[config.mk]
export PLATFORM = sky130hd
export DESIGN_NAME = dsi_lane_rx_top
export DESIGN_NICKNAME = d
export VERILOG_FILES = /design/src/hw/dsi_lane_pkg.sv /design/src/hw/dsi_lane_rx_top.sv /design/src/hw/dsi_lane_sampler.sv
export SDC_FILE = /design/constraint.sdc
export NUM_CORES = 1
export LEC_CHECK = 0
export BUFFER_PORTS_ARGS = -buffer_cell sky130_fd_sc_hd__buf_2
export CORE_AREA = 2 2 85 87
export DETAILED_ROUTE_END_ITERATION = 8
export DIE_AREA = 0 0 87 89
export HOLD_SLACK_MARGIN = 0.15
export PLACE_DENSITY = 0.85
export SETUP_SLACK_MARGIN = 0.2
export SYNTH_ARGS = -nofsm -noshare
export SYNTH_HDL_FRONTEND = slang
export SYNTH_SLANG_ARGS = --single-unit
export TNS_END_PERCENT = 5
[constraint.sdc]
create_clock -name CLK_SYS_I -period 1.55 [get_ports CLK_SYS_I]
set_input_delay 0.0775 -clock CLK_SYS_I [delete_from_list [all_inputs] [get_ports CLK_SYS_I]]
set_output_delay 0.0775 -clock CLK_SYS_I [all_outputs]
set_load 0.01 [all_outputs]
[src/hw/dsi_lane_pkg.sv]
// constants, state encodings and lane codes for the serial display lane receiver
// assumes a single system clock domain; lane pins arrive asynchronously
package dsi_lane_pkg;

  // single-ended lane state codes, {positive line, negative line}
  localparam logic [1:0] LP_00 = 2'h0;
  localparam logic [1:0] LP_01 = 2'h1;
  localparam logic [1:0] LP_10 = 2'h2;
  localparam logic [1:0] LP_11 = 2'h3;

  // documented lane counts
  localparam int DATA_LANES = 4;

  // reset values of the sampled pins: lines idle high, differential bit low
  localparam logic LINE_RESET = 1'b1;
  localparam logic HS_BIT_RESET = 1'b0;
  localparam logic [1:0] LP_CODE_RESET = LP_11;

  // toggles seen after HS-0 before the clock counts as running
  localparam int HS_EDGES_TO_RUN = 2;
  localparam int HS_EDGE_CNT_W = 3;

  // clock lane tracker states, gray along both entry paths
  typedef enum logic [2:0] {
    CK_LPM = 3'h0,
    CK_HS_REQ = 3'h1,
    CK_HS_BRIDGE = 3'h3,
    CK_HIGH_SPEED_CLOCK_RUNNING_MODE = 3'h2,
    CK_ULP_REQ = 3'h4,
    CK_CLOCK_LANE_ULTRA_LOW_POWER_MODE = 3'h5,
    CK_ULP_EXIT = 3'h7
  } clk_state_e;

  // clock lane power modes as reported outward
  typedef enum logic [1:0] {
    MODE_LPM = 2'h0,
    MODE_CLOCK_LANE_ULTRA_LOW_POWER_MODE = 2'h1,
    MODE_HIGH_SPEED_CLOCK_RUNNING_MODE = 2'h2
  } clk_mode_e;

  // data lane control states
  typedef enum logic [2:0] {
    DL_STOP = 3'h0,
    DL_HS_REQ = 3'h1,
    DL_SETTLE = 3'h3,
    DL_HS = 3'h2,
    DL_WAIT_STOP = 3'h6
  } data_state_e;

endpackage

[src/hw/dsi_lane_rx_top.sv]
// lane state logic of the serial display receiver: clock lane mode tracker,
// per data lane control state, termination control and lane 0 reverse drive
// assumes the link clock toggles no faster than a quarter of the system clock
`timescale 1ns/1ps
module dsi_lane_rx_top #(
  parameter int DATA_LANES = dsi_lane_pkg::DATA_LANES, // number of data lanes
  parameter int HS_EDGES_TO_RUN = dsi_lane_pkg::HS_EDGES_TO_RUN // toggles to call clock running
) (
  input wire logic CLK_SYS_I, // system clock, 50 MHz
  input wire logic RESETN_I, // async reset, active low
  input wire logic CLK_LANE_P_I, // clock lane positive line, low-power rx
  input wire logic CLK_LANE_N_I, // clock lane negative line, low-power rx
  input wire logic CLK_LANE_HS_I, // clock lane differential rx output
  input wire logic [DATA_LANES-1:0] DATA_LANE_P_I, // data lane positive lines
  input wire logic [DATA_LANES-1:0] DATA_LANE_N_I, // data lane negative lines
  input wire logic [DATA_LANES-1:0] DATA_LANE_HS_I, // data lane differential rx outputs
  input wire logic LANE0_TX_EN_I, // request to drive data lane 0
  input wire logic LANE0_TX_P_I, // level for lane 0 positive line
  input wire logic LANE0_TX_N_I, // level for lane 0 negative line
  output logic [1:0] CLK_MODE_O, // clock lane power mode
  output logic CLK_HS_RUNNING_O, // high-speed clock seen running
  output logic CLK_TERM_EN_O, // clock lane termination and diff rx enable
  output logic [1:0] CLK_LP_STATE_O, // clock lane single-ended state code
  output logic [2*DATA_LANES-1:0] DATA_LP_STATE_O, // data lane state codes, lane 0 low
  output logic [DATA_LANES-1:0] DATA_TERM_EN_O, // data lane termination and diff rx enable
  output logic [DATA_LANES-1:0] DATA_HS_ACTIVE_O, // data lane in high-speed reception
  output logic [DATA_LANES-1:0] DATA_HS_BIT_O, // received high-speed bit per lane
  output logic LANE0_P_O, // lane 0 positive line drive level
  output logic LANE0_P_OE_O, // lane 0 positive line drive enable
  output logic LANE0_N_O, // lane 0 negative line drive level
  output logic LANE0_N_OE_O // lane 0 negative line drive enable
);

  // data lane control step, shared by every data lane
  function automatic dsi_lane_pkg::data_state_e data_step(
    input dsi_lane_pkg::data_state_e cur,
    input logic [1:0] code,
    input logic hs_bit,
    input logic clk_running
  );
    dsi_lane_pkg::data_state_e nxt;
    nxt = cur;
    if (code == dsi_lane_pkg::LP_11) begin
      nxt = dsi_lane_pkg::DL_STOP;
    end else begin
      case (cur)
        dsi_lane_pkg::DL_STOP: begin
          if (code == dsi_lane_pkg::LP_01) begin
            nxt = dsi_lane_pkg::DL_HS_REQ;
          end else if (code == dsi_lane_pkg::LP_10) begin
            nxt = dsi_lane_pkg::DL_WAIT_STOP;
          end
        end
        dsi_lane_pkg::DL_HS_REQ: begin
          // a burst without a running clock cannot be received at all
          if (code == dsi_lane_pkg::LP_00 && clk_running) begin
            nxt = dsi_lane_pkg::DL_SETTLE;
          end else if (code != dsi_lane_pkg::LP_01) begin
            nxt = dsi_lane_pkg::DL_WAIT_STOP;
          end
        end
        dsi_lane_pkg::DL_SETTLE: begin
          if (!hs_bit) begin
            nxt = dsi_lane_pkg::DL_HS;
          end
        end
        dsi_lane_pkg::DL_HS: begin
          nxt = dsi_lane_pkg::DL_HS;
        end
        dsi_lane_pkg::DL_WAIT_STOP: begin
          nxt = dsi_lane_pkg::DL_WAIT_STOP;
        end
        default: begin
          nxt = dsi_lane_pkg::DL_STOP;
        end
      endcase
    end
    return nxt;
  endfunction

  // termination belongs to the high-speed states only
  function automatic logic data_term(input dsi_lane_pkg::data_state_e st);
    return (st == dsi_lane_pkg::DL_SETTLE) || (st == dsi_lane_pkg::DL_HS);
  endfunction

  logic [1:0] clk_code;
  logic clk_hs_bit;
  logic clk_hs_edge;
  logic [1:0] data_code [DATA_LANES];
  logic [DATA_LANES-1:0] data_hs_bit;

  // clock lane front end
  dsi_lane_sampler clk_sampler (
    .clk_i(CLK_SYS_I),
    .rst_n_i(RESETN_I),
    .line_p_i(CLK_LANE_P_I),
    .line_n_i(CLK_LANE_N_I),
    .hs_diff_i(CLK_LANE_HS_I),
    .lp_code_o(clk_code),
    .hs_bit_o(clk_hs_bit),
    .hs_edge_o(clk_hs_edge)
  );

  // ---- clock lane tracker ----
  dsi_lane_pkg::clk_state_e clk_state;
  dsi_lane_pkg::clk_state_e next_clk_state;
  logic seen_hs0;
  logic next_seen_hs0;
  logic [dsi_lane_pkg::HS_EDGE_CNT_W-1:0] edge_cnt;
  logic [dsi_lane_pkg::HS_EDGE_CNT_W-1:0] next_edge_cnt;
  logic hs_running;
  logic next_hs_running;

  localparam logic [dsi_lane_pkg::HS_EDGE_CNT_W-1:0] EDGE_TARGET =
    dsi_lane_pkg::HS_EDGE_CNT_W'(HS_EDGES_TO_RUN);

  // mode changes on single-ended codes, except bridge to running, which waits on the toggle count; the differential bit is
  // consulted only once termination is on in the bridge state
  always_comb begin
    next_clk_state = clk_state;
    next_seen_hs0 = seen_hs0;
    next_edge_cnt = edge_cnt;
    next_hs_running = hs_running;
    case (clk_state)
      dsi_lane_pkg::CK_LPM: begin
        next_seen_hs0 = 1'b0;
        next_edge_cnt = '0;
        next_hs_running = 1'b0;
        if (clk_code == dsi_lane_pkg::LP_10) begin
          next_clk_state = dsi_lane_pkg::CK_ULP_REQ;
        end else if (clk_code == dsi_lane_pkg::LP_01) begin
          next_clk_state = dsi_lane_pkg::CK_HS_REQ;
        end
      end
      dsi_lane_pkg::CK_ULP_REQ: begin
        if (clk_code == dsi_lane_pkg::LP_00) begin
          next_clk_state = dsi_lane_pkg::CK_CLOCK_LANE_ULTRA_LOW_POWER_MODE;
        end else if (clk_code != dsi_lane_pkg::LP_10) begin
          next_clk_state = dsi_lane_pkg::CK_LPM;
        end
      end
      dsi_lane_pkg::CK_CLOCK_LANE_ULTRA_LOW_POWER_MODE: begin
        if (clk_code == dsi_lane_pkg::LP_10) begin
          next_clk_state = dsi_lane_pkg::CK_ULP_EXIT;
        end else if (clk_code == dsi_lane_pkg::LP_11) begin
          next_clk_state = dsi_lane_pkg::CK_LPM;
        end
      end
      dsi_lane_pkg::CK_ULP_EXIT: begin
        if (clk_code == dsi_lane_pkg::LP_11) begin
          next_clk_state = dsi_lane_pkg::CK_LPM;
        end else if (clk_code != dsi_lane_pkg::LP_10) begin
          next_clk_state = dsi_lane_pkg::CK_CLOCK_LANE_ULTRA_LOW_POWER_MODE;
        end
      end
      dsi_lane_pkg::CK_HS_REQ: begin
        if (clk_code == dsi_lane_pkg::LP_00) begin
          next_clk_state = dsi_lane_pkg::CK_HS_BRIDGE;
        end else if (clk_code != dsi_lane_pkg::LP_01) begin
          next_clk_state = dsi_lane_pkg::CK_LPM;
        end
      end
      dsi_lane_pkg::CK_HS_BRIDGE: begin
        // toggles count only after HS-0 has been seen, so noise on an
        // undriven pair before settling does not start the clock
        if (clk_code == dsi_lane_pkg::LP_11) begin
          next_clk_state = dsi_lane_pkg::CK_LPM;
        end else begin
          if (!clk_hs_bit) begin
            next_seen_hs0 = 1'b1;
          end
          if (seen_hs0 && clk_hs_edge) begin
            next_edge_cnt = edge_cnt + 1'b1;
          end
          if (edge_cnt >= EDGE_TARGET) begin
            next_clk_state = dsi_lane_pkg::CK_HIGH_SPEED_CLOCK_RUNNING_MODE;
            next_hs_running = 1'b1;
          end
        end
      end
      dsi_lane_pkg::CK_HIGH_SPEED_CLOCK_RUNNING_MODE: begin
        // the host ends on HS-0 before stop; only the stop code is watched
        if (clk_code == dsi_lane_pkg::LP_11) begin
          next_clk_state = dsi_lane_pkg::CK_LPM;
          next_hs_running = 1'b0;
        end
      end
      default: begin
        next_clk_state = dsi_lane_pkg::CK_LPM;
        next_hs_running = 1'b0;
      end
    endcase
  end

  // reset lands in low-power mode with the lines idle at stop
  always_ff @(posedge CLK_SYS_I or negedge RESETN_I) begin
    if (!RESETN_I) begin
      clk_state <= dsi_lane_pkg::CK_LPM;
      seen_hs0 <= 1'b0;
      edge_cnt <= '0;
      hs_running <= 1'b0;
    end else begin
      clk_state <= next_clk_state;
      seen_hs0 <= next_seen_hs0;
      edge_cnt <= next_edge_cnt;
      hs_running <= next_hs_running;
    end
  end

  // mode seen from outside; request and bridge states still count as
  // low-power until the new mode is actually reached
  always_comb begin
    case (clk_state)
      dsi_lane_pkg::CK_CLOCK_LANE_ULTRA_LOW_POWER_MODE, dsi_lane_pkg::CK_ULP_EXIT: begin
        CLK_MODE_O = dsi_lane_pkg::MODE_CLOCK_LANE_ULTRA_LOW_POWER_MODE;
      end
      dsi_lane_pkg::CK_HIGH_SPEED_CLOCK_RUNNING_MODE: begin
        CLK_MODE_O = dsi_lane_pkg::MODE_HIGH_SPEED_CLOCK_RUNNING_MODE;
      end
      default: begin
        CLK_MODE_O = dsi_lane_pkg::MODE_LPM;
      end
    endcase
  end

  assign CLK_HS_RUNNING_O = hs_running;
  assign CLK_TERM_EN_O = (clk_state == dsi_lane_pkg::CK_HS_BRIDGE) ||
                         (clk_state == dsi_lane_pkg::CK_HIGH_SPEED_CLOCK_RUNNING_MODE);
  assign CLK_LP_STATE_O = clk_code;

  // ---- data lanes ----
  dsi_lane_pkg::data_state_e data_state [DATA_LANES];
  logic lane0_drive;

  genvar g;
  generate
    for (g = 0; g < DATA_LANES; g++) begin : gen_lane
      dsi_lane_pkg::data_state_e next_state;
      logic hs_reg;
      logic next_hs_reg;
      logic hold;

      dsi_lane_sampler sampler (
        .clk_i(CLK_SYS_I),
        .rst_n_i(RESETN_I),
        .line_p_i(DATA_LANE_P_I[g]),
        .line_n_i(DATA_LANE_N_I[g]),
        .hs_diff_i(DATA_LANE_HS_I[g]),
        .lp_code_o(data_code[g]),
        .hs_bit_o(data_hs_bit[g]),
        .hs_edge_o() // data lanes need no toggle pulse
      );

      // lane 0 ignores its own drive while it holds the line
      if (g == 0) begin : gen_hold
        assign hold = lane0_drive;
      end else begin : gen_nohold
        assign hold = 1'b0;
      end

      // escape and turnaround codes are only waited out here: lanes 1-3
      // never answer, so no low-power payload is ever taken on them
      always_comb begin
        next_state = hold ? data_state[g] :
          data_step(data_state[g], data_code[g], data_hs_bit[g], hs_running);
        next_hs_reg = (data_state[g] == dsi_lane_pkg::DL_HS) ? data_hs_bit[g] : 1'b0;
      end

      always_ff @(posedge CLK_SYS_I or negedge RESETN_I) begin
        if (!RESETN_I) begin
          data_state[g] <= dsi_lane_pkg::DL_STOP;
          hs_reg <= 1'b0;
        end else begin
          data_state[g] <= next_state;
          hs_reg <= next_hs_reg;
        end
      end

      assign DATA_LP_STATE_O[2*g +: 2] = data_code[g];
      assign DATA_TERM_EN_O[g] = data_term(data_state[g]);
      assign DATA_HS_ACTIVE_O[g] = (data_state[g] == dsi_lane_pkg::DL_HS);
      assign DATA_HS_BIT_O[g] = hs_reg;
    end
  endgenerate

  // ---- lane 0 reverse drive ----
  logic next_lane0_drive;
  logic lane0_p;
  logic lane0_n;
  logic next_lane0_p;
  logic next_lane0_n;

  // drive is taken only from stop, so it never fights a host burst;
  // once driving it lasts as long as the request stays high
  always_comb begin
    next_lane0_drive = LANE0_TX_EN_I &&
      (lane0_drive || data_state[0] == dsi_lane_pkg::DL_STOP);
    next_lane0_p = next_lane0_drive ? LANE0_TX_P_I : 1'b0;
    next_lane0_n = next_lane0_drive ? LANE0_TX_N_I : 1'b0;
  end

  always_ff @(posedge CLK_SYS_I or negedge RESETN_I) begin
    if (!RESETN_I) begin
      lane0_drive <= 1'b0;
      lane0_p <= 1'b0;
      lane0_n <= 1'b0;
    end else begin
      lane0_drive <= next_lane0_drive;
      lane0_p <= next_lane0_p;
      lane0_n <= next_lane0_n;
    end
  end

  assign LANE0_P_O = lane0_p;
  assign LANE0_N_O = lane0_n;
  assign LANE0_P_OE_O = lane0_drive;
  assign LANE0_N_OE_O = lane0_drive;

endmodule

[src/hw/dsi_lane_sampler.sv]
// one lane pair front end: two-flop synchronisers and a stable state code
// assumes raw pin levels from the low-power and differential receivers
`timescale 1ns/1ps
module dsi_lane_sampler (
  input wire logic clk_i, // system clock
  input wire logic rst_n_i, // async reset, active low
  input wire logic line_p_i, // positive line, low-power receiver
  input wire logic line_n_i, // negative line, low-power receiver
  input wire logic hs_diff_i, // differential receiver output
  output logic [1:0] lp_code_o, // stable single-ended state code
  output logic hs_bit_o, // synchronised differential bit
  output logic hs_edge_o // pulse on each differential toggle
);

  logic [2:0] meta;
  logic [2:0] sync;
  logic [1:0] prev_lp;
  logic [1:0] lp_code;
  logic hs_bit;
  logic hs_prev;
  logic [2:0] next_meta;
  logic [2:0] next_sync;
  logic [1:0] next_prev_lp;
  logic [1:0] next_lp_code;
  logic next_hs_bit;
  logic next_hs_prev;

  // code only moves after two equal samples, so a skewed line pair
  // crossing through 00 or 11 for one sample is not taken as a state
  always_comb begin
    next_meta = {line_p_i, line_n_i, hs_diff_i};
    next_sync = meta;
    next_prev_lp = sync[2:1];
    next_lp_code = (sync[2:1] == prev_lp) ? prev_lp : lp_code;
    next_hs_bit = sync[0];
    next_hs_prev = hs_bit;
  end

  always_ff @(posedge clk_i or negedge rst_n_i) begin
    if (!rst_n_i) begin
      meta <= {dsi_lane_pkg::LINE_RESET, dsi_lane_pkg::LINE_RESET, dsi_lane_pkg::HS_BIT_RESET};
      sync <= {dsi_lane_pkg::LINE_RESET, dsi_lane_pkg::LINE_RESET, dsi_lane_pkg::HS_BIT_RESET};
      prev_lp <= dsi_lane_pkg::LP_CODE_RESET;
      lp_code <= dsi_lane_pkg::LP_CODE_RESET;
      hs_bit <= dsi_lane_pkg::HS_BIT_RESET;
      hs_prev <= dsi_lane_pkg::HS_BIT_RESET;
    end else begin
      meta <= next_meta;
      sync <= next_sync;
      prev_lp <= next_prev_lp;
      lp_code <= next_lp_code;
      hs_bit <= next_hs_bit;
      hs_prev <= next_hs_prev;
    end
  end

  assign lp_code_o = lp_code;
  assign hs_bit_o = hs_bit;
  assign hs_edge_o = hs_bit ^ hs_prev;

endmodule

==> qor.csv, run 1 <==
stage,metric,value,unit
floorplanning,ioPinCount,50,
clock_network,cts.reportedPaths.clkPinSlew,0.08,ns
setup_path,reg2reg_to,clk_state[2]$_DFFE_PN0P_,
sta,slew_violations,0,
clock_network,clockRootBuffer,clkbuf_8,
setup_path,worstSetupEndpoint,clk_state[2]$_DFFE_PN0P_,
clock_network,h-tree-depth,3,
grt,antenna_found_initial,0,
setup_path,path_class,reg2reg,
setup_path,cp-startpoint,clk_sampler.lp_code_o[1]$_DFFE_PN1N_,
floorplanning,die_height,89,um
logic_synthesis,synthDistinctLibCells,48,
logic_synthesis,syn_area,3370,um^2
place,numPortBuffers,49,
logic_synthesis,synthCells,288,
setup_path,rrSetupSlack,-0.15,ns
routing,drt_first_pass_iters,4,
grt,grt_pass1_vias,2373,
clock_network,cts_buffer_depth,2,
setup_path,reg2reg_depth,6,
setup_path,startpoint_type,flip-flop,
grt,grt_overflow,0,
sta,skew,0.00665,ns
place,dp_hpwl,4220,um
logic_synthesis,synth-seq-cells,83,
layout,layout-drive-gt1-share,39.7,%
setup_path,worstPathRequired,1.78,ns
routing,drc_errors,0,
floorplanning,fp.coreArea,6720,um^2
routing,post_drt_wl_per_cell,13.9,um
routing,viasPerCell,5.32,
run_status,status,finished with violations,
logic_synthesis,synth.most_common_cell,dfrtp_1,
logic_synthesis,synth_edf_count,0,
setup_path,crit_arrival,1.93,ns
logic_synthesis,synth_top_cell_by_area,dfrtp_1,
logic_synthesis,synth-seq-area-share,63.2,%
logic_synthesis,ys_async_sr_fraction,100,%
sta,timing.fmax,588,MHz
floorplanning,die_w,87,um
logic_synthesis,synth_top_area_share,31.9,%
clock_network,tritoncts,yes,
clock_network,cts.sinks,83,
floorplanning,die_area,7740,um^2
layout,antenna_cells,0,
sta,setup_tns,-0.171,ns
sta,fin_ws,-0.151,ns
grt,grt_max_degree,39,
layout,area_delta_synth_final,29.0,%
hold_path,hold_class,in2async,
logic_synthesis,synthTopCellsByCount,"43 x dfrtp_1, 40 x dfstp_2, 32 x a21oi_1, 29 x nor2_1, 17 x nand2_1",
sta,final-hold-violation-count,0,
run_status,violations,setup timing,
logic_synthesis,yosysWarnings,0,
logic_synthesis,synthTopCellsByArea,"dfrtp_1 32%, dfstp_2 31%, a21oi_1 4.8%",
place,placement.cell_area,3820,um^2
sta,timing.hold.ws,0.167,ns
floorplanning,start_util,50.1,%
grt,grt_usage,17.3,%
power,power,6.85,mW
place,pre_cts_slack,-0.154,ns
power,leakage,1.94,nW
sta,tightest_slew,0.406,ns
setup_path,critPathMaxFanout,5,
floorplanning,rows,30,
sta,setup_viol,2,
layout,post-route-util,64.7,%
routing,drt_first_iter_violations,100,
power,power_density,1580,nW/um^2
sta,layout_min_cycle_time,1.70,ns
logic_synthesis,synth_fp_nets,315,
sta,timing.final.crit_share,110,%
logic_synthesis,synth_area_per_cell,11.7,um^2
clock_network,clock_insertion_delay_worst_skew,0.35,ns
layout,fin_area,4350,um^2
routing,drt_wl_total,6420,um
power,vdd.ir_drop.worst,809,uV
layout,nets,405,
run,cap_violations,0,
clock_network,cts_buffers,9,
routing,ant_nets,0,
place,place.gp.congestion,0.788,
setup_path,end_kind,flip-flop,
place,dp_cells,427,
layout,final_cells,463,
routing,vias,2464,
layout,fill_cells,507,
sta,slew_headroom,73.0,%
logic_synthesis,ys.flop_type,dfrtp_1,
sta,rsz0062_at_grt,true,
layout,top_regs,"data_state (12), gen_lane.sampler.meta (12), gen_lane.sampler.sync (12)",
grt,grt_pass1_wl,10200,um
setup_path,reg2reg_from,clk_sampler.lp_code_o[1]$_DFFE_PN1N_,
repair_timing:
action	CTS	global route
pin swaps	5	7
resized for setup	15	16
endpoints found under the hold margin	81	0
setup endpoints to repair	15	21
hold buffers	19	0
setup buffers	1	0
cells in the final DEF (no fill, tap or decap), types with 3 or more instances in the layout:
cell type	synthesis	routed
dfrtp_1	43	41
a21oi_1	32	31
nor3_2	0	3
o21ai_0	8	8
nand3b_1	3	3
nor2_1	29	28
dlygate4sd3_1	0	19
buf_4	5	18
dfstp_2	40	40
clkbuf_8	0	13
mux2i_1	3	3
ha_1	7	4
o21ai_1	6	6
nand2_1	17	16
buf_6	0	4
nor2b_1	7	6
inv_1	11	7
nand2b_1	16	13
nand2b_4	0	3
xnor2_1	11	11
and2_1	7	6
buf_2	2	46
inv_2	1	4
power breakdown:
group | switching (mW) | total [mW] | internal (mW)
Combinational | 1.10 | 2.29 | 1.19
Clock | 0.700 | 1.46 | 0.757
Sequential | 0.503 | 3.10 | 2.59
metal layers:
metal	wire length, um	vias to the layer above	GRT usage [%]
met5	0	-	0
met4	142	0	9.09
met3	227	13	4.34
met2	3340	57	29.8
met1	2710	1219	20.2
li1	-	1175	-
worst min-delay path by stage:
stage                                          to  depth (start not counted)
finish              clk_sampler.sync[0]$_DFF_PN0_                          2
global route        clk_sampler.meta[0]$_DFF_PN0_                          2
CTS                 clk_sampler.sync[0]$_DFF_PN0_                          2
detailed placement  clk_sampler.sync[0]$_DFF_PN0_                          1
global placement    clk_sampler.meta[0]$_DFF_PN0_                          1
floorplan            CLK_HS_RUNNING_O$_DFFE_PN0P_                          0
worst max-delay path, cell delays in order, from the launching register on:
cell and delay [ns]:
dfstp_2 0.61, buf_6 0.13, ha_4 0.11, and4bb_1 0.25, a31oi_4 0.06, buf_6 0.13, a221o_1 0.30
cell families after synthesis:
group	Yosys count	share of synthesized area (%)
buffers and inverters	21	2.97
XOR/XNOR	11	2.86
AND/OR/NAND/NOR	97	15.3
AO/OA/AOI/OAI	66	12.2
multiplexers	3	0.892
adder cells (fa/ha/maj)	7	2.60
flip-flops	83	63.2
final cells by class:
class	count	area, um^2	share of cell area, %
flip-flops and latches	83	2130	49.0
multi-input cells	184	1260	28.9
repair buffers	88	621	14.3
clock buffers	15	186	4.29
well taps	80	100	2.30
inverters	12	47.5	1.09
clock inverters	1	5.00	0.115
No activity file was read; power rests on OpenSTA's default activity.
==> run 2, diff against run 1 <==
==> constraint.sdc (replaced) <==
create_clock -name CLK_SYS_I -period 1.54 [get_ports CLK_SYS_I]
set_input_delay 0.077 -clock CLK_SYS_I [delete_from_list [all_inputs] [get_ports CLK_SYS_I]]
set_output_delay 0.077 -clock CLK_SYS_I [all_outputs]
set_load 0.01 [all_outputs]
==> run 2 against run 1 <==
Effect of this change: the run still ends with setup timing left; utilization rose by 0.82 points; global-route usage rose by 1.1 points; sequential share of layout area fell by 0.56 points; die area did not move; setup slack got worse by 0.016 ns; clock power rose by 4%; clock skew rose by 0.0015 ns; total power rose by 3.2%; sequential power barely moved; final cell count rose by 0.86%; critical path depth did not move.
==> qor.csv, run 2 (same netlist as run 1, synthesis figures left out) <==
stage,metric,value,unit
layout,fin_area,4400,um^2
sta,skew,0.00816,ns
clock_network,cts.sinks,83,
sta,fin_ws,-0.167,ns
layout,layout-drive-gt1-share,42.1,%
layout,final_cell_mix,"46 x buf_2, 40 x dfstp_2, 39 x dfrtp_1",
setup_path,critPathMaxFanout,4,
sta,slew_violations,0,
sta,final-hold-violation-count,0,
hold_path,hold_class,in2async,
grt,grt_overflow,0,
power,power_density,1610,nW/um^2
grt,grt_pass1_vias,2453,
floorplanning,die_height,89,um
run_status,status,finished with violations,
place,pre_cts_slack,-0.188,ns
grt,grt_usage,18.4,%
grt,grt_max_degree,39,
clock_network,h-tree-depth,3,
setup_path,path_class,reg2reg,
layout,final_common_cell,buf_2,
floorplanning,die_w,87,um
floorplanning,rows,30,
routing,vias,2556,
routing,drt_first_pass_iters,5,
clock_network,cts.reportedPaths.clkPinSlew,0.08,ns
layout,post-route-util,65.5,%
sta,timing.final.crit_share,111,%
clock_network,clock_insertion_delay_worst_skew,0.35,ns
sta,setup_viol,6,
floorplanning,die_area,7740,um^2
routing,drt_first_iter_violations,84,
grt,antenna_found_initial,0,
floorplanning,ioPinCount,50,
place,place.gp.congestion,0.786,
place,dp_hpwl,4180,um
sta,tightest_slew,0.382,ns
floorplanning,start_util,50.1,%
routing,drt_wl_total,6790,um
layout,top_regs,"data_state (12), gen_lane.sampler.meta (12), gen_lane.sampler.sync (12)",
place,numPortBuffers,49,
clock_network,clockRootBuffer,clkbuf_8,
place,placement.cell_area,3820,um^2
layout,final_cells,467,
place,dp_cells,427,
setup_path,startpoint_type,flip-flop,
clock_network,tritoncts,yes,
sta,timing.fmax,586,MHz
setup_path,worstPathRequired,1.77,ns
routing,drc_errors,0,
power,vdd.ir_drop.worst,668,uV
routing,viasPerCell,5.47,
clock_network,cts_buffer_depth,2,
sta,layout_min_cycle_time,1.71,ns
layout,nets,409,
setup_path,crit_arrival,1.94,ns
layout,area_delta_synth_final,30.7,%
setup_path,end_kind,flip-flop,
run_status,violations,setup timing,
sta,slew_headroom,74.6,%
routing,ant_nets,0,
run,cap_violations,0,
grt,grt_pass1_wl,10900,um
clock_network,cts_buffers,9,
sta,rsz0062_at_grt,true,
floorplanning,fp.coreArea,6720,um^2
setup_path,rrSetupSlack,-0.17,ns
power,leakage,1.95,nW
routing,post_drt_wl_per_cell,14.5,um
layout,antenna_cells,0,
run 2: area by class of cell:
cell class                 instances  area, um^2
fill                             492        2320
multi-input combinational        184        1260
sequential                        83        2130
clock inverter                     5        52.6
clock buffer                      11         141
timing repair buffer              92         666
tap                               80         100
inverter                          12        47.5
run 2: routing by layer:
metal / global-route usage, % / up-vias / part of all wire [%]
met5: 0 / - / 0
met2: 29.9 / 79 / 51
met4: 10.9 / 0 / 3.2
met3: 4.34 / 21 / 4.2
li1: - / 1179 / -
met1: 22.5 / 1277 / 42
run 2: what timing repair did:
item                                   4_1_cts  5_1_grt
pin swaps                                    7        4
buffers inserted                             4        1
endpoints found under the hold margin       83        0
cloned                                       0        0
setup endpoints to repair                   15       23
hold buffers                                19        0
resized for setup                           21       20
run 2: metrics by stage:
stage               hold WS, ns  total power [mW]  TNS, ns
global placement         0.0243              5.01   -0.167
global route              0.217              7.52   -0.744
CTS                       0.191              6.92   -0.228
detailed placement       0.0286              5.12   -0.499
finish                    0.190              7.07   -0.387
floorplan                -0.219              4.31   -0.246
run 2: power breakdown:
group          leakage [nW]  internal (mW)  switching [mW]  total (mW)
combinational         0.898           1.25            1.16        2.42
clock                0.0991          0.785           0.734        1.52
sequential            0.950           2.62           0.516        3.13
total                  1.95           4.65            2.41        7.07
run 2: path summary, 6_finish.rpt:
kind | from | endpoint | depth (start not counted)
max in group asynchronous | RESETN_I | gen_lane[1].sampler.lp_code_o[0]$_DFFE_PN1N_ | 3
setup / recovery | clk_sampler.lp_code_o[1]$_DFFE_PN1N_ | clk_state[2]$_DFFE_PN0P_ | 6
hold / removal | RESETN_I | clk_sampler.sync[0]$_DFF_PN0_ | 2
min in group CLK_SYS_I | clk_sampler.meta[0]$_DFF_PN0_ | clk_sampler.sync[0]$_DFF_PN0_ | 0
hold reg to reg | clk_sampler.meta[0]$_DFF_PN0_ | clk_sampler.sync[0]$_DFF_PN0_ | 0
setup reg to reg | clk_sampler.lp_code_o[1]$_DFFE_PN1N_ | clk_state[2]$_DFFE_PN0P_ | 6
run 2: critical path, cell delays in order, from the launching register on:
cell and delay (ns):
dfstp_2 0.60, inv_2 0.08, ha_4 0.26, nand2b_1 0.09
a31oi_4 0.20, nand2_1 0.07, a221o_1 0.29
